==> src/irq_prio_pkg.sv <==
// Constants for the interrupt priority and CPU target register arrays.
// Assumes a 12-bit APB byte address, 32-bit data and a two-processor build.
package irq_prio_pkg;
   // Sizing
   localparam int INTERRUPT_LINE_GROUPS = 1;
   localparam int NUM_IRQ               = 32 * (INTERRUPT_LINE_GROUPS + 1);
   localparam int NUM_REGS              = 8 * (INTERRUPT_LINE_GROUPS + 1);
   localparam int NUM_SPI               = NUM_IRQ - 32;
   localparam int LANES                 = 4;
   localparam int ADDR_W                = 12;
   localparam int CPU_ID_W              = 1;
   // Register windows, byte addresses
   localparam logic [11:0] PRIO_BASE    = 12'h400;
   localparam logic [11:0] PRIO_LAST    = 12'h7FC;
   localparam logic [11:0] TARGET_BASE  = 12'h800;
   localparam logic [11:0] TARGET_LAST  = 12'hBFC;
   // Field masks and reset values
   localparam logic [7:0]  PRIO_MASK    = 8'hF8;
   localparam logic [7:0]  PRIO_NS_TOP  = 8'h80;
   localparam logic [7:0]  CPU_MASK     = 8'h03;
   localparam logic [7:0]  OWN_CPU_BASE = 8'h01;
   localparam logic [7:0]  PRIO_RESET   = 8'h00;
   localparam logic [7:0]  TARGET_RESET = 8'h00;
   localparam logic [31:0] RAZ_WORD     = 32'h0000_0000;
   // Build options
   localparam logic        MULTI_PROC   = 1'b1;
   localparam logic        SECURITY     = 1'b1;
   localparam logic [63:0] IMPLEMENTED  = 64'h0FFF_FFFF_F800_FFFF;
   localparam logic [31:0] STATIC_SPI_MASK   = 32'h0000_0001;
   localparam logic [7:0]  STATIC_SPI_TARGET = 8'h02;
   localparam logic [31:0] LOCKABLE_SPI_MASK = 32'h0000_FFFF;
endpackage

==> src/lane_if.sv <==
// Per byte lane access bundle between the register file and a lane unit.
// Assumes the register file drives the context and the lane unit answers.
`timescale 1ns/1ps
interface lane_if;
   logic       is_target;
   logic       nonsecure;
   logic       implemented;
   logic       group0;
   logic       banked;
   logic       fixed;
   logic       locked;
   logic [7:0] wbyte;
   logic [7:0] stored;
   logic [7:0] own_cpu_bits;
   logic [7:0] rd_byte;
   logic       wr_ok;
   logic [7:0] wr_byte;

   modport regs (output is_target, nonsecure, implemented, group0, banked, fixed, locked,
                 output wbyte, stored, own_cpu_bits,
                 input  rd_byte, wr_ok, wr_byte);
   modport lane (input  is_target, nonsecure, implemented, group0, banked, fixed, locked,
                 input  wbyte, stored, own_cpu_bits,
                 output rd_byte, wr_ok, wr_byte);
endinterface

==> src/irq_lane_access.sv <==
// Read and write view of one priority or target byte field.
// Assumes the context signals are valid for the whole APB transfer.
`timescale 1ns/1ps
module irq_lane_access (
   // Lane bundle
   lane_if.lane port
);
   logic [7:0] masked_prio;

   always_comb begin
      masked_prio  = port.stored & irq_prio_pkg::PRIO_MASK;
      port.rd_byte = 8'h00;
      port.wr_ok   = 1'b0;
      port.wr_byte = 8'h00;
      // Unimplemented fields and non-secure views of group 0 stay silent
      if (port.implemented && !(port.nonsecure && port.group0)) begin
         if (!port.is_target) begin
            port.wr_ok = 1'b1;
            if (port.nonsecure) begin
               port.rd_byte = {masked_prio[6:0], 1'b0};
               port.wr_byte = (irq_prio_pkg::PRIO_NS_TOP | {1'b0, port.wbyte[7:1]})
                              & irq_prio_pkg::PRIO_MASK;
            end else begin
               port.rd_byte = masked_prio;
               port.wr_byte = port.wbyte & irq_prio_pkg::PRIO_MASK;
            end
         end else if (port.banked) begin
            port.rd_byte = port.own_cpu_bits;
         end else if (port.fixed) begin
            port.rd_byte = irq_prio_pkg::STATIC_SPI_TARGET & irq_prio_pkg::CPU_MASK;
         end else begin
            port.rd_byte = port.stored & irq_prio_pkg::CPU_MASK;
            port.wr_ok   = !port.locked;
            port.wr_byte = port.wbyte & irq_prio_pkg::CPU_MASK;
         end
      end
   end
endmodule

==> src/irq_priority_target_regs.sv <==
// Interrupt priority and CPU target register arrays behind an APB slave.
// Assumes group membership and lockdown come from distributor logic on mclk.
//
// Design decision made here: the APB interface to the registers.
`timescale 1ns/1ps
module irq_priority_target_regs (
   // Clock and reset
   input  wire logic                                         mclk,
   input  wire logic                                         rst,
   // APB slave
   input  wire logic                                         psel,
   input  wire logic                                         penable,
   input  wire logic                                         pwrite,
   input  wire logic [irq_prio_pkg::ADDR_W-1:0]              paddr,
   input  wire logic [31:0]                                  pwdata,
   input  wire logic [3:0]                                   pstrb,
   input  wire logic [2:0]                                   pprot,
   output logic      [31:0]                                  prdata,
   output logic                                              pready,
   output logic                                              pslverr,
   // Distributor context
   input  wire logic [irq_prio_pkg::CPU_ID_W-1:0]            cpu_id,
   input  wire logic [irq_prio_pkg::NUM_IRQ-1:0]             is_group_zero_interrupt,
   input  wire logic                                         config_lockdown,
   // Distributor outputs
   output logic      [irq_prio_pkg::NUM_IRQ-1:0][7:0]        interrupt_priority,
   output logic      [irq_prio_pkg::NUM_SPI-1:0][7:0]        spi_cpu_target
);
   typedef struct packed {
      logic [irq_prio_pkg::NUM_IRQ-1:0][7:0] prio;
      logic [irq_prio_pkg::NUM_SPI-1:0][7:0] tgt;
      logic [31:0]                           prdata;
      logic                                  pslverr;
   } regs_t;

   regs_t                 r;
   regs_t                 next_r;
   logic                  setup;
   logic                  wr_access;
   logic                  nonsecure_access;
   logic                  prio_hit;
   logic                  tgt_hit;
   logic                  mapped;
   logic [7:0]            word_idx;
   logic                  reg_ok;
   logic [7:0]            own_bits;
   logic [3:0][5:0]       lane_m;
   logic [3:0]            lane_impl;
   logic [3:0]            lane_grp0;
   logic [3:0]            lane_locked;
   logic [3:0][7:0]       lane_rd;
   logic [3:0]            lane_ok;
   logic [3:0][7:0]       lane_wr;

   assign setup            = psel && !penable;
   assign wr_access        = psel && penable && pwrite;
   assign nonsecure_access = pprot[1];
   // Each printed offset is a multiple of four, so they are byte addresses
   assign prio_hit = (paddr >= irq_prio_pkg::PRIO_BASE) && (paddr <= irq_prio_pkg::PRIO_LAST);
   assign tgt_hit  = (paddr >= irq_prio_pkg::TARGET_BASE) && (paddr <= irq_prio_pkg::TARGET_LAST);
   assign mapped   = prio_hit || tgt_hit;
   assign word_idx = paddr[9:2];
   assign reg_ok   = word_idx < 8'(irq_prio_pkg::NUM_REGS);
   assign own_bits = irq_prio_pkg::OWN_CPU_BASE << cpu_id;

   generate
      for (genvar i = 0; i < irq_prio_pkg::LANES; i++) begin : g_lane
         lane_if lane_bus ();
         assign lane_m[i]      = {word_idx[3:0], 2'(i)};
         // A uniprocessor build treats every target field as absent
         assign lane_impl[i]   = reg_ok && irq_prio_pkg::IMPLEMENTED[lane_m[i]]
                                 && (prio_hit || irq_prio_pkg::MULTI_PROC);
         assign lane_grp0[i]   = irq_prio_pkg::SECURITY && is_group_zero_interrupt[lane_m[i]];
         assign lane_locked[i] = config_lockdown && lane_m[i][5]
                                 && irq_prio_pkg::LOCKABLE_SPI_MASK[lane_m[i][4:0]]
                                 && is_group_zero_interrupt[lane_m[i]];
         assign lane_bus.is_target    = tgt_hit;
         assign lane_bus.nonsecure    = nonsecure_access;
         assign lane_bus.implemented  = lane_impl[i];
         assign lane_bus.group0       = lane_grp0[i];
         assign lane_bus.banked       = !lane_m[i][5];
         assign lane_bus.fixed        = lane_m[i][5] && irq_prio_pkg::STATIC_SPI_MASK[lane_m[i][4:0]];
         assign lane_bus.locked       = lane_locked[i];
         assign lane_bus.wbyte        = pwdata[8*i +: 8];
         assign lane_bus.stored       = prio_hit ? r.prio[lane_m[i]] : r.tgt[lane_m[i][4:0]];
         assign lane_bus.own_cpu_bits = own_bits;
         assign lane_rd[i]            = lane_bus.rd_byte;
         assign lane_ok[i]            = lane_bus.wr_ok;
         assign lane_wr[i]            = lane_bus.wr_byte;
         irq_lane_access u_lane (
            .port (lane_bus.lane)
         );
      end
      for (genvar k = 0; k < irq_prio_pkg::NUM_SPI; k++) begin : g_spi_out
         // Pending routing follows these live targets; active state is not held here
         assign spi_cpu_target[k] = irq_prio_pkg::STATIC_SPI_MASK[k] ? irq_prio_pkg::STATIC_SPI_TARGET :
                                    irq_prio_pkg::MULTI_PROC ? r.tgt[k] : irq_prio_pkg::OWN_CPU_BASE;
      end
   endgenerate

   always_comb begin
      next_r = r;
      // Read data and error are registered in setup so the access phase needs no wait
      if (setup) begin
         next_r.pslverr = !mapped;
         next_r.prdata  = (mapped && !pwrite) ? lane_rd : irq_prio_pkg::RAZ_WORD;
      end
      if (wr_access && mapped) begin
         for (int i = 0; i < irq_prio_pkg::LANES; i++) begin
            if (pstrb[i] && lane_ok[i]) begin
               if (prio_hit) begin
                  next_r.prio[lane_m[i]] = lane_wr[i];
               end else begin
                  next_r.tgt[lane_m[i][4:0]] = lane_wr[i];
               end
            end
         end
      end
   end

   always_ff @(posedge mclk or posedge rst) begin
      if (rst) begin
         r <= '{prio:    {irq_prio_pkg::NUM_IRQ{irq_prio_pkg::PRIO_RESET}},
                tgt:     {irq_prio_pkg::NUM_SPI{irq_prio_pkg::TARGET_RESET}},
                prdata:  irq_prio_pkg::RAZ_WORD,
                pslverr: 1'b0};
      end else begin
         r <= next_r;
      end
   end

   assign pready             = 1'b1;
   assign prdata             = r.prdata;
   assign pslverr            = r.pslverr;
   assign interrupt_priority = r.prio;

   // Helper signals for the checks below
   logic [5:0] a_m0;
   logic [7:0] a_w0;
   logic [7:0] a_old0;
   logic       a_prio_ok0;
   logic       a_prio_rd0;
   assign a_m0       = lane_m[0];
   assign a_w0       = pwdata[7:0];
   assign a_old0     = r.prio[lane_m[0]];
   assign a_prio_ok0 = prio_hit && lane_impl[0] && !(nonsecure_access && lane_grp0[0]);
   assign a_prio_rd0 = setup && !pwrite && a_prio_ok0;
   logic                                  a_fixed0;
   logic [31:0]                           a_grp0_bytes;
   logic [irq_prio_pkg::NUM_IRQ-1:0][7:0] a_grp0_prio;
   logic [irq_prio_pkg::NUM_SPI-1:0][7:0] a_locked_tgt;
   assign a_fixed0     = lane_m[0][5] && irq_prio_pkg::STATIC_SPI_MASK[lane_m[0][4:0]];
   assign a_grp0_bytes = {{8{lane_grp0[3]}}, {8{lane_grp0[2]}}, {8{lane_grp0[1]}}, {8{lane_grp0[0]}}};
   // Views of every group 0 priority field and each lockable group 0 SPI target, so the checks cover all lanes, not only lane 0
   generate
      for (genvar m = 0; m < irq_prio_pkg::NUM_IRQ; m++) begin : g_chk_prio
         assign a_grp0_prio[m] = is_group_zero_interrupt[m] ? interrupt_priority[m] : 8'h00;
      end
      for (genvar k = 0; k < irq_prio_pkg::NUM_SPI; k++) begin : g_chk_tgt
         assign a_locked_tgt[k] = (irq_prio_pkg::LOCKABLE_SPI_MASK[k]
                                   && is_group_zero_interrupt[irq_prio_pkg::NUM_IRQ - irq_prio_pkg::NUM_SPI + k])
                                  ? spi_cpu_target[k] : 8'h00;
      end
   endgenerate
endmodule

==> config.mk <==
export PLATFORM = sky130hd
export DESIGN_NAME = irq_priority_target_regs
export DESIGN_NICKNAME = d
export VERILOG_FILES = /design/src/irq_prio_pkg.sv /design/src/lane_if.sv /design/src/irq_lane_access.sv /design/src/irq_priority_target_regs.sv
export SDC_FILE = /design/constraint.sdc
export NUM_CORES = 1
export LEC_CHECK = 0
export ABC_AREA = 0
export BUFFER_PORTS_ARGS = -buffer_cell sky130_fd_sc_hd__buf_2
export CAP_MARGIN = 15
export CORE_AREA = 4 4 361 363
export DETAILED_ROUTE_END_ITERATION = 12
export DIE_AREA = 0 0 365 367
export PLACE_DENSITY = 0.56
export SLEW_MARGIN = 20
export SYNTH_ARGS = -nofsm -noshare
export SYNTH_HDL_FRONTEND = slang
export SYNTH_SLANG_ARGS = --single-unit
==> constraint.sdc <==
create_clock -name mclk -period 23.7 [get_ports mclk]
set_clock_uncertainty 0.15 [all_clocks]
set_input_delay 0 -clock mclk [delete_from_list [all_inputs] [get_ports mclk]]
set_output_delay 0 -clock mclk [all_outputs]
set_load 0.05 [all_outputs]
==> results.py <==
metrics = {
    "cts": {
        "cts_buffer_depth": 3,
        "cts.sinks": 694,
        "cts_tree": "built",
        "insertion_delay_ps": 700,
        "post_cts_buffers": 0,
        "path_clk_slew_ps": 60,
        "cts_max_level": 3,
        "cts_buffers": 82,
        "root_buffer": "clkbuf_16",
    },
    "layout": {
        "multiInputGateArea_um2": 11500,
        "mostFrequentLayoutCells": "buf_2 (804), dfrtp_1 (694), mux2_2 (237)",
        "drive_gt1_share_pct": 47.2,
        "fillers": 13000,
        "final_common_cell": "buf_2",
        "layout.cells.non_filler": 4745,
        "seq_area_um2": 17400,
        "nets": 3135,
        "area_delta_synth_final_pct": 9.75,
    },
    "detailed_routing": {
        "wire_per_inst_um": 29.3,
        "drtAntennaViolNets": 0,
        "drt_drc_violations_left": 0,
        "first_pass_iters": 4,
        "dr_total_vias": 21500,
        "vias_per_cell": 4.52,
        "wirelength_mm": 139,
        "drt_iter0_drc": 1191,
    },
    "power_and_ir_drop": {
        "p_total_uw": 2710,
        "seq_power_share_pct": 43.8,
        "cell_internal_pwr_uw": 2030,
        "p_clk_share_pct": 49.8,
        "p_per_area_nw_per_um2": 69.5,
        "total_leakage_power_uw": 0.0207,
        "switching_share_pct": 25.0,
        "p_switching_uw": 678,
        "peakVddDrop_v": 0.0000503,
        "combinationalPowerShare_pct": 6.5,
    },
    "sta": {
        "holdWs_ps": 12.7,
        "finalHoldViolCount": 0,
        "rsz0062_at_grt": "false",
        "max_slew_margin_pct": 23.2,
        "fin_crit_ps": 4560,
        "finalSetupTns_ps": 0,
        "setup-violations-final": 0,
        "fmax_ghz": 0.219,
        "max_slew.worst_pin.slew_ps": 1150,
        "period_share_pct": 19.2,
        "drv_slew": 0,
    },
    "setup_path": {
        "critical_path.startpoint_type": "input pin",
        "worstPathArrival_ps": 5100,
        "cp_max_fo": 141,
        "cp.required_ps": 24240,
        "critical_path_class": "input pin to asynchronous set/reset pin",
        "worstSetupEndpointType": "asynchronous set/reset pin",
    },
    "grt": {
        "grtUsageTotal_pct": 20.3,
        "grt_pass1_wl_mm": 189,
        "grt_pass1_vias": 22000,
        "antenna_found_initial": 19,
        "overflow": 0,
        "grt_max_degree": 142,
    },
    "placed_design": {
        "portBuffers": 809,
        "gp_congestion": 0.818,
        "hpwl_mm": 107,
        "dpl.cell_count": 4537,
    },
    "die": {
        "start_util_pct": 28.0,
        "coreArea_um2": 127000,
        "num_io_pins": 924,
        "rows": 131,
        "die_w_um": 365,
        "die_h_um": 367,
        "dieArea_um2": 134000,
    },
    "synthesis": {
        "yosys_register_bits": 694,
        "ys_async_sr_fraction_pct": 100,
        "ys_warn_count": 0,
        "synth_ff_type": "dfrtp_1",
        "syn_area_um2": 35500,
        "synthCells": 2951,
        "synth_cell_type_count": 67,
        "synth.avg_cell_area_um2": 12.0,
        "seq_area_frac_synth_pct": 48.9,
        "synth_edf_count": 0,
    },
    "outcome": {
        "status": "completed",
    },
    "worst_hold_path": {
        "hold_path_class": "input pin to register",
    },
    "run": {
        "cap_violations": 0,
    },
}
## kinds of logic (layout without fill, tap and decap cells)
group / count (synthesis) / count (layout) / share of synthesized area, %
AND/OR/NAND/NOR: 583 / 583 / 9.40
buffers and inverters: 1074 / 1094 / 20.1
flip-flops: 694 / 694 / 48.9
other: 2 / 114 / 0.0211
AO/OA/AOI/OAI: 139 / 139 / 2.66
multiplexers: 459 / 459 / 18.9
## final cells by class
cell class | instances | area share [%]
diodes | 6 | 0.0385
clock buffers | 109 | 5.78
clock inverters | 39 | 1.56
inverters | 26 | 0.286
multi-input cells | 1289 | 29.5
flip-flops and latches | 694 | 44.6
well taps | 1662 | 5.33
repair buffers | 920 | 13.0
## what timing repair did
action                    CTS  global route
hold buffers               54             0
resized for setup           0             0
hold endpoints to repair  520             0
## state kept, by name, summed over array words and instances, names as in the netlist
name,count
interrupt_priority,448
prdata,28
pslverr,1
spi_cpu_target,217
## synth_stat cells, types with 3 or more instances
library cell    n  area, um^2
or3_1           4        25.0
a21oi_1        10        50.1
and4_1          4        35.0
and3_1         11        68.8
nor2_1         45         169
o2111ai_1       4        35.0
buf_4         807        6060
nor3_1         31         155
nand4_1         8        50.1
o41ai_1         3        26.3
o21ai_1         4        20.0
buf_1           4        15.0
buf_6           6        67.6
inv_1          24        90.1
mux2_4         12         180
nand2_1       123         462
o21ai_0        53         265
nor4_1          6        37.5
nand3_1        25         125
dfrtp_1       694       17400
nand2b_1       17         106
mux4_2        141        3180
or2_2           8        50.1
mux2_1          3        33.8
o31ai_1         7        52.6
or4b_1          3        30.0
a31oi_1         4        25.0
buf_2          29         145
mux2i_1        66         661
or4_1           9        67.6
a22o_1          7        61.3
a32oi_1         3        26.3
nor3_2         21         210
mux2_2        237        2670
nor2b_1       160        1000
o211ai_1        6        45.0
a22oi_1        18         135
clkbuf_1      202         758
and2_1         89         557
nor2_4          6        67.6
## through the flow
stage	util, %	setup WS, ps	instance area [um^2]
after floorplan	-	4090	35900
after global placement	28.0	19240	35500
after detailed placement	28.0	19230	35600
after CTS	30.7	18840	39000
after global routing	30.7	18520	39000
final	30.7	19140	39000
## per-layer routing
layer  track usage (%)  vias up  share of wire, %
met1              26.3    11300                42
met2              33.8      842                48
li1                  -     9170                 -
met4              4.48       12               2.0
met3              5.63      151               7.2
met5                 0        -             0.061
## critical path, cell delays in order
cell and delay, ps:
dlygate4sd3_1 540, buf_2 120, dlygate4sd3_1 630, clkinv_8 480, buf_4 760, buf_4 670, buf_4 760, buf_4 810
## path summary, 6_finish.rpt
| path | from | endpoint | slack, ps | cells after the start |
|---|---|---|---|---|
| worst min-delay path | penable | prdata[16] | 10 | 5 |
| max in group mclk | paddr[5] | prdata[29] | 19160 | 10 |
| min in group asynchronous | rst | interrupt_priority[177] | 450 | 4 |
| worst min register to register | interrupt_priority[200] | interrupt_priority[200] | 220 | 0 |
| worst max-delay path | rst | prdata[11] | 19140 | 8 |
| worst max register to register | spi_cpu_target[124] | prdata[29] | 21050 | 7 |
## power groups by stage
stage	sequential [uW]	combinational (uW)	clock [uW]
3_5_place_dp	1210	172	0
6_report	1190	175	1350
4_1_cts	1190	180	1390
2_1_floorplan	1210	121	0
5_1_grt	1190	189	1430
3_3_place_gp	1210	171	0
No activity file was read; power rests on OpenSTA's default activity.
